$ cat src/hw/sleep_ctrl_pkg.sv
// shared constants and state encoding for the sleep mode power controller
package sleep_ctrl_pkg;

  // bit positions of the regulator standby controls in the reset control register
  localparam int unsigned MAIN_REG_KEEP_BIT = 8;
  localparam int unsigned FLASH_REG_KEEP_BIT = 11;
  localparam int unsigned RESET_CTRL_WIDTH = 16;

  // width of the clock source select code
  localparam int unsigned CLK_SEL_WIDTH = 3;
  localparam logic [2:0] CLK_SEL_RESET = 3'h0;

  // cycles the entry sequence spends clearing the watchdog and gating clocks
  localparam int unsigned ENTRY_CYCLES = 2;
  localparam logic [1:0] ENTRY_CNT_LAST = 2'(ENTRY_CYCLES - 1);

  // power state machine
  typedef enum logic [1:0] {
    ST_RUN = 2'b00,
    ST_ENTER = 2'b01,
    ST_SLEEP = 2'b10,
    ST_WAKE = 2'b11
  } power_state_t;

endpackage : sleep_ctrl_pkg

$ cat src/hw/sleep_mode_power_control.sv
// sleep mode power controller: clock gating, regulator standby and wake logic
//
// Contract
// - sleep entry stops system clock and turns off on-chip oscillator used as source.
// - clock fail supervisor held inactive while asleep.
// - low power rc oscillator stays running during sleep if watchdog enabled.
// - watchdog count cleared before sleep entry completes, when watchdog enabled.
// - pin change detect and externally clocked peripherals keep running in sleep.
// - peripherals needing system clock held disabled during sleep.
// - wake on enabled interrupt, any reset, or watchdog time-out.
// - after wake, cpu resumes on clock source selected at sleep entry.
// - keep-active bits clear (default) puts both regulators in standby in sleep.
// - keep-active bits set keep both regulators active during sleep.
// - interrupt during power save instruction held off until entry completes.
//
// sequence: run, two entry cycles (watchdog cleared in the first), sleep, one wake
// cycle, then run again. a reset request seen mid-entry aborts straight to wake; an
// interrupt there is only latched, so the device still reaches sleep before waking.
// wake inputs from other domains must stand for two cycles or they may be missed.
`timescale 1ns/100ps
module sleep_mode_power_control
  import sleep_ctrl_pkg::*;
(
  input wire logic i_clk,
  input wire logic i_rst_b,
  input wire logic i_power_save_instruction,
  input wire logic i_wdt_enable,
  input wire logic i_wdt_timeout,
  input wire logic i_irq_pending,
  input wire logic i_dev_reset_req,
  input wire logic [RESET_CTRL_WIDTH-1:0] i_reset_control_reg,
  input wire logic [CLK_SEL_WIDTH-1:0] i_clk_sel,
  input wire logic i_clk_sel_is_onchip,
  input wire logic i_pin_change_detect,
  output logic o_sleeping,
  output logic o_sys_clk_en,
  output logic o_onchip_osc_en,
  output logic o_clock_fail_supervisor_en,
  output logic o_low_power_rc_oscillator_en,
  output logic o_wdt_clear,
  output logic o_periph_sysclk_en,
  output logic o_async_periph_en,
  output logic o_pin_change_wake,
  output logic o_main_reg_standby,
  output logic o_flash_reg_standby,
  output logic [CLK_SEL_WIDTH-1:0] o_resume_clk_sel,
  output logic o_cpu_resume
);

  power_state_t state_r;
  power_state_t state_nxt;
  logic [1:0] entry_cnt_r;
  logic [1:0] wake_in_s;
  logic wdt_timeout_s;
  logic dev_reset_s;
  logic wake_event;
  logic irq_held_r;
  logic [CLK_SEL_WIDTH-1:0] saved_sel_r;
  logic saved_onchip_r;
  logic main_keep;
  logic flash_keep;

  // decoded in one place; the gates, the standby bits and the rc enable all key off it
  function automatic logic is_sleep(input power_state_t st);
    return st == ST_SLEEP;
  endfunction : is_sleep

  // a request counts only from run; elsewhere the cpu is already parked or waking
  function automatic logic takes_request(input power_state_t st, input logic req);
    return (st == ST_RUN) && req;
  endfunction : takes_request

  // a regulator idles only while asleep and only when its keep bit is clear
  function automatic logic standby_for(input logic asleep, input logic keep);
    return asleep & ~keep;
  endfunction : standby_for

  // watchdog timer and external reset request arrive from other domains
  wake_sync #(
    .WIDTH(2)
  ) u_wake_sync (
    .i_clk(i_clk),
    .i_rst_b(i_rst_b),
    .i_async({i_wdt_timeout, i_dev_reset_req}),
    .o_sync(wake_in_s)
  );

  assign wdt_timeout_s = wake_in_s[1];
  assign dev_reset_s = wake_in_s[0];

  // the held flag counts too, so an interrupt that arrived during entry is not lost
  // any of the three wakes
  assign wake_event = i_irq_pending | irq_held_r | dev_reset_s | wdt_timeout_s;

  // regulator keep-active controls from the reset control register
  assign main_keep = i_reset_control_reg[MAIN_REG_KEEP_BIT];
  assign flash_keep = i_reset_control_reg[FLASH_REG_KEEP_BIT];

  // next state of the power sequence
  always_comb begin
    state_nxt = state_r;
    case (state_r)
      ST_RUN: begin
        if (i_power_save_instruction) begin
          state_nxt = ST_ENTER;
        end
      end
      ST_ENTER: begin
        // a reset still aborts entry; interrupts wait for completion
        if (dev_reset_s) begin
          state_nxt = ST_WAKE;
        end else if (entry_cnt_r == ENTRY_CNT_LAST) begin
          state_nxt = ST_SLEEP;
        end
      end
      ST_SLEEP: begin
        if (wake_event) begin
          state_nxt = ST_WAKE;
        end
      end
      ST_WAKE: begin
        state_nxt = ST_RUN;
      end
      default: begin
        state_nxt = ST_RUN;
      end
    endcase
  end

  // state register
  always_ff @(posedge i_clk or negedge i_rst_b) begin
    if (!i_rst_b) begin
      state_r <= ST_RUN;
    end else begin
      state_r <= state_nxt;
    end
  end

  // entry cycle counter, restarts each time entry begins
  // it counts only inside entry, so an aborted entry leaves no stale count behind
  always_ff @(posedge i_clk or negedge i_rst_b) begin
    if (!i_rst_b) begin
      entry_cnt_r <= 2'h0;
    end else if (state_r == ST_ENTER) begin
      entry_cnt_r <= entry_cnt_r + 2'h1;
    end else begin
      entry_cnt_r <= 2'h0;
    end
  end

  // set and clear never meet: set only in entry, cleared only in wake
  // latch interrupt seen during entry
  always_ff @(posedge i_clk or negedge i_rst_b) begin
    if (!i_rst_b) begin
      irq_held_r <= 1'b0;
    end else if (state_r == ST_ENTER && i_irq_pending) begin
      irq_held_r <= 1'b1;
    end else if (state_r == ST_WAKE) begin
      irq_held_r <= 1'b0;
    end
  end

  // captured on the taking edge, so later moves of the live select are ignored
  // remember clock source at sleep request
  always_ff @(posedge i_clk or negedge i_rst_b) begin
    if (!i_rst_b) begin
      saved_sel_r <= CLK_SEL_RESET;
      saved_onchip_r <= 1'b0;
    end else if (takes_request(state_r, i_power_save_instruction)) begin
      saved_sel_r <= i_clk_sel;
      saved_onchip_r <= i_clk_sel_is_onchip;
    end
  end

  // every gate below is registered from the next state, so all of them move on the
  // edge at which the state lands and none can glitch on a decode
  // sleep flag follows state
  always_ff @(posedge i_clk or negedge i_rst_b) begin
    if (!i_rst_b) begin
      o_sleeping <= 1'b0;
    end else begin
      o_sleeping <= is_sleep(state_nxt);
    end
  end

  always_ff @(posedge i_clk or negedge i_rst_b) begin
    if (!i_rst_b) begin
      o_sys_clk_en <= 1'b1;
    end else begin
      o_sys_clk_en <= ~is_sleep(state_nxt);
    end
  end

  // an external source is not ours to stop, so only an on-chip one is gated
  // on-chip source off
  always_ff @(posedge i_clk or negedge i_rst_b) begin
    if (!i_rst_b) begin
      o_onchip_osc_en <= 1'b1;
    end else begin
      o_onchip_osc_en <= ~is_sleep(state_nxt) | ~saved_onchip_r;
    end
  end

  // left running it would report the stopped clock as a failure
  // supervisor off asleep
  always_ff @(posedge i_clk or negedge i_rst_b) begin
    if (!i_rst_b) begin
      o_clock_fail_supervisor_en <= 1'b1;
    end else begin
      o_clock_fail_supervisor_en <= ~is_sleep(state_nxt);
    end
  end

  always_ff @(posedge i_clk or negedge i_rst_b) begin
    if (!i_rst_b) begin
      o_periph_sysclk_en <= 1'b1;
    end else begin
      o_periph_sysclk_en <= ~is_sleep(state_nxt);
    end
  end

  always_ff @(posedge i_clk or negedge i_rst_b) begin
    if (!i_rst_b) begin
      o_low_power_rc_oscillator_en <= 1'b0;
    end else begin
      o_low_power_rc_oscillator_en <= ~is_sleep(state_nxt) | i_wdt_enable;
    end
  end

  // clear watchdog in first entry cycle, before sleep is reached
  always_ff @(posedge i_clk or negedge i_rst_b) begin
    if (!i_rst_b) begin
      o_wdt_clear <= 1'b0;
    end else begin
      o_wdt_clear <= i_wdt_enable && takes_request(state_r, i_power_save_instruction);
    end
  end

  // the enable comes up on the first edge out of reset and never drops for sleep
  // asynchronous peripherals stay on
  always_ff @(posedge i_clk or negedge i_rst_b) begin
    if (!i_rst_b) begin
      o_async_periph_en <= 1'b0;
    end else begin
      o_async_periph_en <= 1'b1;
    end
  end

  always_ff @(posedge i_clk or negedge i_rst_b) begin
    if (!i_rst_b) begin
      o_pin_change_wake <= 1'b0;
    end else begin
      o_pin_change_wake <= i_pin_change_detect;
    end
  end

  // each regulator follows its own keep bit; the two bits need not agree
  // main regulator standby
  always_ff @(posedge i_clk or negedge i_rst_b) begin
    if (!i_rst_b) begin
      o_main_reg_standby <= 1'b0;
    end else begin
      o_main_reg_standby <= standby_for(is_sleep(state_nxt), main_keep);
    end
  end

  always_ff @(posedge i_clk or negedge i_rst_b) begin
    if (!i_rst_b) begin
      o_flash_reg_standby <= 1'b0;
    end else begin
      o_flash_reg_standby <= standby_for(is_sleep(state_nxt), flash_keep);
    end
  end

  always_ff @(posedge i_clk or negedge i_rst_b) begin
    if (!i_rst_b) begin
      o_resume_clk_sel <= CLK_SEL_RESET;
    end else begin
      o_resume_clk_sel <= saved_sel_r;
    end
  end

  // one cycle only; the cpu restarts on this pulse with the source above
  // resume pulse after wake
  always_ff @(posedge i_clk or negedge i_rst_b) begin
    if (!i_rst_b) begin
      o_cpu_resume <= 1'b0;
    end else begin
      o_cpu_resume <= (state_r == ST_WAKE);
    end
  end

endmodule : sleep_mode_power_control

$ cat src/hw/wake_sync.sv
// two-flop synchroniser for wake inputs coming from outside the clock domain
`timescale 1ns/100ps
module wake_sync
  import sleep_ctrl_pkg::*;
#(
  parameter int unsigned WIDTH = 2
) (
  input wire logic i_clk,
  input wire logic i_rst_b,
  input wire logic [WIDTH-1:0] i_async,
  output logic [WIDTH-1:0] o_sync
);

  logic [WIDTH-1:0] meta_r;

  // first stage feeds only the second stage
  always_ff @(posedge i_clk or negedge i_rst_b) begin
    if (!i_rst_b) begin
      meta_r <= '0;
      o_sync <= '0;
    end else begin
      meta_r <= i_async;
      o_sync <= meta_r;
    end
  end

endmodule : wake_sync

$ cat config.mk
export PLATFORM = sky130hd
export DESIGN_NAME = sleep_mode_power_control
export DESIGN_NICKNAME = d
export VERILOG_FILES = /design/src/hw/sleep_ctrl_pkg.sv /design/src/hw/sleep_mode_power_control.sv /design/src/hw/wake_sync.sv
export SDC_FILE = /design/constraint.sdc
export NUM_CORES = 1
export LEC_CHECK = 0
export BUFFER_PORTS_ARGS = -buffer_cell sky130_fd_sc_hd__clkbuf_2
export CORE_MARGIN = 2
export CORE_UTILIZATION = 44
export DETAILED_ROUTE_END_ITERATION = 7
export PLACE_DENSITY = 0.85
export SKIP_CTS_REPAIR_TIMING = 1
export SLEW_MARGIN = 5
export SYNTH_ARGS = -nofsm -noshare
export SYNTH_HDL_FRONTEND = slang
export SYNTH_HIERARCHICAL = 1
export SYNTH_SLANG_ARGS = --single-unit
$ cat constraint.sdc
create_clock -name i_clk -period 1.6 [get_ports i_clk]
set_input_delay 0.16 -clock i_clk [delete_from_list [all_inputs] [get_ports i_clk]]
set_output_delay 0.16 -clock i_clk [all_outputs]
set_load 0.005 [all_outputs]
==> impl_results.md, run 1 <==
- WP buf/inv: 0
- Number of max-cap violations: 0
- CTS root buffer: clkbuf_4
- EDFF count, synth: 0
- Footprint of the multi-input gates: roughly 260 um2
- Crit path DAT: around 1.6 ns
- Placed Cells: 117
- Nets: between 100 and 150
- Fin. max-slew vios: 0
- CP endpoint kind: register
- Reg2reg path depth: 2
- First-pass GRT wire length: around 2.7 mm
- Vias per cell: about 5.1
- Row cnt: 16
- Top_reg_cell synth: dfrtp_1
- Asr flop ratio synth: 1.00
- Maximum vdd ir drop: approximately 0.00099 V
- Final GP Congestion: 0.702
- Vias in the first global route: between 500 and 600
- Synth warn: 6
- CTS tree: built
- Syn-to-layout area delta: 27.0%
- Synth top area cells: dfrtp_1, dfstp_2, mux2_2
- Initial Util: 0.475
- P_leak: about 0.57 nW
- Post-route ant nets: 0
- Worst-path clk slew: 0.13 ns
- Total Routing Usage GR: 0.153
- Status: complete, no violations
- WL/cell: 13.1 um
- Crit share post-route: 0.834
- Clock Tree Buf Depth: 2
- Drt first pass iters: 4
- Synth Cell Area: about 940 um2
- Min-delay worst type: in2reg
- Synth top area share: 0.638
- Final worst slack: ~0.27 ns
- DR iter-0 viols: 8
- CP required: between 1.5 and 2 ns
- Synth Area per Inst: about 15 um2
- Number of diodes: 0
- Cell variety after synth: 27
- Pre-CTS setup slack: roughly 0.30 ns
- Seq. cell area: 653 um2
- Die Y: 50.2 um
- Final std cells w/o fill: about 130
- I/O pins: 43
- Die Width: between 50 and 60 um
- Register area share after synthesis: 0.694
- Synthesized net count: 93
- Slowest cell on crit path: dfrtp_1
- Yosys top cell by area: dfrtp_1
- CP startpoint kind: register
- Initial antenna violation count: 0
- Worst-skew pair later-pin latency: 0.33 ns
- Hold Vio Cnt, Final: 0
- Fillers: roughly 170
- # port buffers: 28
- Placed wire-length estimate: roughly 1.2 mm
- Overflow after GRT: 0
- Critical path depth: 2
- Worst setup path class: reg2reg
- Fin Setup TNS: 0 ns
- Worst-path cell chain: nor3b_4 > mux2_2
- #FFs+latches synth: 26
- Core Area: approximately 2000 um2
- Actual slew at the worst max-slew pin: around 0.59 ns
- Largest delay contributor family on the critical path: flip-flops
- Largest net degree at the start of global routing: 27
- Worst slew margin: 0.604
- Final Skew: 0.00321 ns
- Fmax achieved: approximately 750 MHz
- # DRC: 0
- Period minus WS final: ~1.3 ns
- CTS sink count: 26
- WL final: between 1.5 and 2 mm
- PwrDens: roughly 1600 nW/um2
- Final setup violating endpoints: 0
- Hold depth: 2
- Via count: 632
- Gate Count Post-Synth: 64
- Proportion of layout cells with a drive suffix above 1: 0.429
- Htree depth: 1
- Total CTS buffers: 3
- Die area: roughly 2500 um2
- Worst-path fanout max: 10
- RSZ-0062 raised after global routing: false
- Worst path max stage delay: approximately 0.52 ns
[worst register-to-register path, stage by stage, from the launching register on]
cell and delay [ns]:
dfrtp_1 0.52, nor3b_4 0.34, mux2_2 0.38
[layer usage]
layer	global-route usage	vias up	part of all wire
li1	-	289	-
met1	0.179	316	0.38
met2	0.246	21	0.53
met3	0.0268	6	0.049
met4	0.125	0	0.039
met5	0	-	0
[final cells by class]
| cell class | count | area share |
|---|---|---|
| sequential | 26 | 0.547 |
| timing repair buffer | 33 | 0.157 |
| inverter | 2 | 0.00628 |
| multi-input combinational | 33 | 0.218 |
| clock inverter | 1 | 0.0251 |
| clock buffer | 3 | 0.0188 |
| tap | 27 | 0.0283 |
[worst paths after layout]
kind / from / end / slack [ns]
max: state_r[1] / saved_sel_r[1] / 0.27
max reg2reg: state_r[1] / saved_sel_r[1] / 0.27
min: i_reset_control_reg[11] / o_flash_reg_standby / 0.02
min reg2reg: u_wake_sync/meta_r[1] / u_wake_sync/o_sync[1] / 0.36
min in group asynchronous: i_rst_b / o_async_periph_en / 0.36
max in group asynchronous: i_rst_b / o_resume_clk_sel[2] / 0.86
[report_power, final]
part	total (W)	internal, W	switching (W)
sequential	0.000978	0.000855	0.000123
clock	0.000448	0.000254	0.000194
combinational	0.000478	0.000260	0.000218
total	0.00190	0.00137	0.000535
[flip-flops by register name, summed over array words and instances, names as in the netlist, 2 cells and up]
register,cells
saved_sel_r,3
state_r,2
entry_cnt_r,2
u_wake_sync/o_sync,2
u_wake_sync/meta_r,2
o_resume_clk_sel,3
[Yosys cell counts (2+ instances only)]
cell / count
and2_1: 2
buf_4: 2
dfrtp_1: 24
dfstp_2: 2
inv_1: 2
mux2_2: 4
nand2b_1: 2
nor2_1: 5
o22ai_1: 2
or3b_1: 2
[cells by family after synthesis]
logic type | synth area share
and+or+nand+nor | 0.146
buffers and inverters | 0.0292
muxes | 0.0479
AOI/OAI and AO/OA | 0.0652
other | 0.00399
DFF | 0.694
adders and majority gates | 0.0133
[layout by cell type, fill, tap and decap left out, drive strengths merged]
cell         Yosys  routed
o22a             1       1
o22ai            2       2
conb             1       1
and3b            1       1
bufinv           0       1
ha               1       1
dfstp            2       2
o21ai            2       2
mux2             4       4
o21a             1       1
dfrtp           24      24
a2bb2oi          1       1
nand3b           1       1
nor3b            2       2
nor4             1       1
or4              1       1
nor2             5       5
or3b             2       2
buf              2       1
clkbuf           1      31
o32ai            1       1
nand2b           2       2
and2             2       2
dlygate4sd3      0       4
inv              2       2
nand4bb          1       1
a21oi            1       1
[metrics by stage]
stage / power, W / cell area (um2) / hold slack, ns / util
finish: 0.00190 / 1190 / 0.0202 / 0.603
global route: 0.00202 / 1190 / 0.0126 / 0.603
CTS: 0.00193 / 1150 / -0.178 / 0.583
detailed placement: 0.00147 / 1100 / 0.199 / 0.556
global placement: 0.00143 / 1100 / 0.184 / 0.556
floorplan: 0.00128 / 941 / -0.136 / -
Power figures use the tool's default switching activity.
==> inputs of run 2 (changes only) <==
==> constraint.sdc (replaced) <==
create_clock -name i_clk -period 1.3 [get_ports i_clk]
set_input_delay 0.13 -clock i_clk [delete_from_list [all_inputs] [get_ports i_clk]]
set_output_delay 0.13 -clock i_clk [all_outputs]
set_load 0.005 [all_outputs]
==> impl_results.md, run 2 (synthesis gave the netlist of run 1 again) <==
- Status: complete, no violations
- Initial Util: 0.475 (unchanged)
- WL final: 1.55 mm (-5.4%)
- # port buffers: 28 (unchanged)
- Htree depth: 1 (unchanged)
- Fin Setup TNS: 0 ns (unchanged)
- Via count: 602 (-4.7%)
- # DRC: 0 (unchanged)
- Reg2reg end: o_periph_sysclk_en
- Clock Tree Buf Depth: 2 (unchanged)
- Most common cell after layout, fill and taps aside: clkbuf_2
- RSZ-0062 raised after global routing: false
- Commonest cells after routing, fill and taps aside: clkbuf_2, dfrtp_1, nor2_1, dlygate4sd3_1, mux2_2
- PwrDens: 1930 nW/um2 (+21%)
- Die Y: 50.2 um (unchanged)
- Gate power share: 0.273 (+0.022)
- Pre-CTS setup slack: 0.0766 ns (-0.221 ns)
- Critical R2R Launch: irq_held_r
- Fin. max-slew vios: 0 (unchanged)
- Placed wire-length estimate: 1.13 mm (-3.2%)
- Psw: 0.000651 W (+22%)
- Largest net degree at the start of global routing: 27 (unchanged)
- Switching part of the total power: 0.276 (-0.00470)
- Total CTS buffers: 3 (unchanged)
- Fmax achieved: 802 MHz (+7.0%)
- CTS tree: built
- Final Skew: 0.00590 ns (+0.00270 ns)
- Proportion of layout cells with a drive suffix above 1: 0.440 (+0.0114)
- Hold Vio Cnt, Final: 0 (unchanged)
- CP startpoint kind: register
- Vias per cell: 4.74 (-6.2%)
- Syn-to-layout area delta: 29.5%
- CTS root buffer: clkbuf_4
- Final worst slack: 0.0526 ns (-0.213 ns)
- Actual slew at the worst max-slew pin: 0.590 ns (-0.00476 ns)
- Fillers: 160 (-5.3%)
- WL/cell: 12.2 um (-6.9%)
- Vias in the first global route: 585 (+1.7%)
- Maximum vdd ir drop: 0.00111 V (+13%)
- Total Routing Usage GR: 0.140 (-0.0130)
- Worst Setup SP: irq_held_r
- Flop pwr share: 0.498 (-0.016)
- Row cnt: 16 (unchanged)
- Core Area: 1980 um2 (unchanged)
- Period minus WS final: 1.25 ns (-0.0870 ns)
- CTS sink count: 26 (unchanged)
- DR iter-0 viols: 8 (unchanged)
- Worst-skew pair later-pin latency: 0.32 ns (about the same)
- I/O pins: 43 (unchanged)
- Crit path to: o_periph_sysclk_en
- Crit share post-route: 0.960 (+0.126)
- Final GP Congestion: 0.735 (+4.8%)
- Worst-path fanout max: 5 (-5)
- Die area: 2520 um2 (unchanged)
- Footprint of the multi-input gates: 267 um2 (+2.4%)
- CP endpoint kind: register
- Number of diodes: 0 (unchanged)
- Crit path DAT: 1.52 ns (-0.04 ns)
- Initial antenna violation count: 0 (unchanged)
- Overflow after GRT: 0 (unchanged)
- Reg2reg setup slack: 0.05 ns (-0.21 ns)
- Clock share of power: 0.230 (-0.005)
- First-pass GRT wire length: 2.51 mm (-7.6%)
- Number of max-cap violations: 0 (unchanged)
- Die Width: 50.2 um (unchanged)
- Largest registers: o_resume_clk_sel (3), saved_sel_r (3)
- Worst setup path class: reg2reg
- P_leak: 0.577 nW (+1.7%)
- Final setup violating endpoints: 0 (unchanged)
- Seq. cell area: 653 um2 (unchanged)
- CP required: 1.57 ns (-0.26 ns)
- Drt first pass iters: 4 (unchanged)
- Cell Int Power: 0.00171 W (+25%)
- Nets: 130 (+1.6%)
- Min-delay worst type: in2reg
- Post-route ant nets: 0 (unchanged)
- Worst slew margin: 0.607 (+0.00317)
- Worst-path clk slew: 0.13 ns (about the same)
- Reg2reg path depth: 2 (unchanged)
run 2: changes by cell type in the layout (fill, tap and decap cells not counted), sizes merged:
cell	before	now
dlygate4sd3	4	5
buf	1	2
run 2: layout make-up:
| class | instances | area share |
|---|---|---|
| flip-flops and latches | 26 | 0.536 |
| multi-input cells | 33 | 0.219 |
| repair buffers | 35 | 0.168 |
| well taps | 27 | 0.0277 |
| clock inverters | 1 | 0.0246 |
| clock buffers | 3 | 0.0185 |
| inverters | 2 | 0.00616 |
run 2: worst min-delay path by stage:
stage,depth (start not counted),end,slack [ns],startpoint
5_1_grt,2,o_main_reg_standby,0.004,i_reset_control_reg[8]
3_5_place_dp,1,o_async_periph_en,0.16,i_rst_b
2_1_floorplan,0,entry_cnt_r[0],-0.17,i_rst_b
3_3_place_gp,1,o_async_periph_en,0.15,i_rst_b
4_1_cts,1,u_wake_sync/meta_r[0],-0.21,i_rst_b
6_report,2,o_main_reg_standby,0.01,i_reset_control_reg[8]
run 2: power by group through the flow:
stage	logic [W]	registers [W]	clock network (W)
after detailed placement	0.000633	0.00119	0
after global routing	0.000719	0.00120	0.000592
after CTS	0.000637	0.00117	0.000552
final	0.000643	0.00117	0.000541
after global placement	0.000604	0.00117	0
after floorplan	0.000375	0.00120	0
run 2: metrics by stage:
step | power [W] | instances | utilization | hold slack [ns] | instance area, um2
finish | 0.00236 | 127 | 0.615 | 0.0119 | 1220
CTS | 0.00236 | 122 | 0.586 | -0.208 | 1160
global placement | 0.00178 | 118 | 0.560 | 0.151 | 1110
global route | 0.00251 | 127 | 0.615 | 0.00361 | 1220
floorplan | 0.00157 | 64 | - | -0.166 | 941
detailed placement | 0.00182 | 118 | 0.560 | 0.158 | 1110
run 2: worst max-delay path: stages (launching register included):
cell and delay [ns]:
dfrtp_1 0.43, or4_4 0.58, o21a_1 0.19
run 2: metal layers:
metal  track usage  share of wire
met1         0.151           0.40
met5             0              0
met2         0.241           0.53
met3        0.0268          0.037
met4         0.106          0.028
==> inputs of run 3 (changes only) <==
--- a/config.mk
+++ b/config.mk
@@ -5,6 +5,7 @@
 export SDC_FILE = /design/constraint.sdc
 export NUM_CORES = 1
 export LEC_CHECK = 0
+export ABC_AREA = 1
 export BUFFER_PORTS_ARGS = -buffer_cell sky130_fd_sc_hd__clkbuf_2
 export CORE_MARGIN = 2
 export CORE_UTILIZATION = 44
==> impl_results.md, run 3 <==
- Status: complete, no violations
- Synth warn: 6 (unchanged)
- Synth top area cells: dfrtp_1, nand2_1, dfstp_2
- Worst path max stage delay: 0.45 ns (-0.13 ns)
- Syn-to-layout area delta: 29.0%
- Commonest cells after routing, fill and taps aside: clkbuf_2, dfrtp_1, nand2_1
- Post-route ant nets: 0 (unchanged)
- Fin Setup TNS: 0 ns (unchanged)
- Die area: 2460 um2 (-2.7%)
- Final worst slack: 0.104 ns (+0.0509 ns)
- #FFs+latches synth: 26 (unchanged)
- Largest registers: o_resume_clk_sel (3), saved_sel_r (3)
- Die Width: 49.6 um (-1.4%)
- Top_reg_cell synth: dfrtp_1
- Final Skew: 0.00339 ns (-0.00251 ns)
- PwrDens: 1980 nW/um2 (+2.2%)
- Gate Count Post-Synth: 77 (+20%)
- # DRC: 0 (unchanged)
- Min-delay worst type: in2reg
- Critical R2R Launch: state_r[0]
- Final std cells w/o fill: 141 (+11%)
- Largest delay contributor family on the critical path: simple AND/OR/NAND/NOR gates
- WL/cell: 9.87 um (-19%)
- CTS sink count: 26 (unchanged)
- Worst slew margin: 0.603 (-0.00408)
- Pre-CTS setup slack: 0.111 ns (+0.0340 ns)
- Hold Vio Cnt, Final: 0 (unchanged)
- Asr flop ratio synth: 1.00 (unchanged)
- Vias per cell: 4.27 (-9.9%)
- RSZ-0062 raised after global routing: false
- Placed wire-length estimate: 1.07 mm (-5.1%)
- Synthesized net count: 106 (+14%)
- Htree depth: 1 (unchanged)
- Placed Cells: 130 (+10%)
- Total Routing Usage GR: 0.127 (-0.0135)
- WP buf/inv: 2 (+2)
- Worst Setup SP: state_r[0]
- Drt first pass iters: 3 (-1)
- # port buffers: 28 (unchanged)
- Clock Tree Buf Depth: 2 (unchanged)
- Reg2reg path depth: 6 (+4)
- Top post-synthesis cells by count: dfrtp_1, nand2_1, nor2_1
- Cell variety after synth: 17 (-37%)
- CTS root buffer: clkbuf_4
- Gate power share: 0.322 (+0.049)
- Overall power: 0.00233 W (-1.2%)
- First-pass GRT wire length: 2.32 mm (-7.7%)
- Flop pwr share: 0.517 (+0.019)
- Synth Cell Area: 913 um2 (-2.9%)
- Reg2reg setup slack: 0.10 ns (+0.05 ns)
- Initial antenna violation count: 0 (unchanged)
- Worst-path clk slew: 0.12 ns (about the same)
- P_leak: 0.624 nW (+8.2%)
- Number of diodes: 0 (unchanged)
- I/O pins: 43 (unchanged)
- Worst setup path class: reg2reg
- Synth Area per Inst: 11.9 um2 (-19%)
- CP required: 1.51 ns (-0.06 ns)
- CTS tree: built
- Row cnt: 16 (unchanged)
- Switching part of the total power: 0.333 (+0.0568)
- Most frequent cell after synthesis: dfrtp_1
- Worst-path fanout max: 6 (+1)
- Total CTS buffers: 3 (unchanged)
- Largest net degree at the start of global routing: 27 (unchanged)
- WL final: 1.39 mm (-10%)
- Final setup violating endpoints: 0 (unchanged)
- Proportion of layout cells with a drive suffix above 1: 0.395 (-0.0453)
- Register area share after synthesis: 0.715 (+0.0209)
- Period minus WS final: 1.20 ns (-0.0509 ns)
- Worst-path cell chain: inv_1 > nand2_1 > nor2_2 > nor2_4 > nand3_4 > inv_2
- EDFF count, synth: 0 (unchanged)
- Crit share post-route: 0.920 (-0.0392)
- Die Y: 49.6 um (-1.4%)
- CP endpoint kind: register
- Fmax achieved: 836 MHz (+4.3%)
- Worst-skew pair later-pin latency: 0.30 ns (-0.02 ns)
- Synth top area share: 0.658 (+0.0192)
- Cell Int Power: 0.00155 W (-8.9%)
- Fillers: 192 (+20%)
- Hold depth: 3 (+1)
- Worst hold endpoint: saved_onchip_r
- Fin. max-slew vios: 0 (unchanged)
- DR iter-0 viols: 3 (-5)
- Psw: 0.000775 W (+19%)
- Hold path startpoint: i_clk_sel_is_onchip
- Overflow after GRT: 0 (unchanged)
- Number of max-cap violations: 0 (unchanged)
- CP startpoint kind: register
- Initial Util: 0.466 (-0.00919)
- Footprint of the multi-input gates: 208 um2 (-22%)
- Vias in the first global route: 558 (-4.6%)
- Slowest cell on crit path: dfrtp_1
- Final GP Congestion: 0.805 (+9.4%)
- Core Area: 1960 um2 (-1.0%)
- Clock share of power: 0.162 (-0.068)
- Nets: 144 (+11%)
- Actual slew at the worst max-slew pin: 0.596 ns (+0.00612 ns)
- Most common cell after layout, fill and taps aside: clkbuf_2
- Reg2reg end: o_sleeping
- Seq. cell area: 653 um2 (unchanged)
- Crit path DAT: 1.41 ns (-0.11 ns)
- Maximum vdd ir drop: 0.000946 V (-15%)
- Via count: 602 (unchanged)
- Yosys top cell by area: dfrtp_1
run 3: changes by cell type after synthesis, moves of 3 or more:
cell	before	now
inv_1	2	6
inv_2	0	4
mux2_2	4	0
nand2_1	0	17
nor2_1	5	9
nor2_2	0	3
run 3: layer usage:
layer | GRT usage | part of all wire | vias to the layer above
met5 | 0 | 0 | -
met3 | 0.0364 | 0.071 | 2
met1 | 0.136 | 0.40 | 269
li1 | - | - | 306
met4 | 0.0278 | 0.0079 | 0
met2 | 0.242 | 0.52 | 25
run 3: kinds of logic (layout without fill, tap and decap cells):
family / Yosys count / after routing / share of synthesized area
flip-flops: 26 / 26 / 0.715
AO/OA/AOI/OAI: 2 / 2 / 0.0233
AND/OR/NAND/NOR: 35 / 35 / 0.186
other: 1 / 1 / 0.00411
adder cells (fa/ha/maj): 1 / 1 / 0.0137
buffers and inverters: 12 / 49 / 0.0575
run 3: power groups by stage:
stage          Clock (W)  Combinational [W]  Sequential, W
2_1_floorplan          0           0.000487        0.00122
3_3_place_gp           0           0.000693        0.00121
3_5_place_dp           0           0.000747        0.00123
4_1_cts         0.000394           0.000748        0.00121
6_report        0.000377           0.000749        0.00120
5_1_grt         0.000435           0.000845        0.00124
run 3: worst max-delay path by stage:
stage | to | cells after the start | slack (ns)
floorplan | o_flash_reg_standby | 7 | 0.21
global placement | saved_sel_r[1] | 6 | 0.16
detailed placement | o_sleeping | 7 | 0.11
CTS | o_sleeping | 7 | 0.09
global route | saved_onchip_r | 6 | 0.005
finish | o_sleeping | 6 | 0.10
run 3: layout make-up:
class	instances	share of cell area
clock buffer	4	0.0308
inverter	10	0.0318
multi-input combinational	39	0.176
sequential	26	0.554
tap	27	0.0287
timing repair buffer	35	0.178
run 3: through the flow:
stage	utilization	hold slack (ns)	area, um2
CTS	0.565	-0.185	1110
global placement	0.547	0.150	1070
detailed placement	0.547	0.161	1070
floorplan	-	-0.166	913
finish	0.601	0.0211	1180
global route	0.601	0.000277	1180
run 3: worst register-to-register path: stages (launching register included):
cell and delay (ns):
dfrtp_1 0.45, inv_1 0.07, nand2_1 0.05, nor2_2 0.28
nor2_4 0.10, nand3_4 0.10, inv_2 0.04
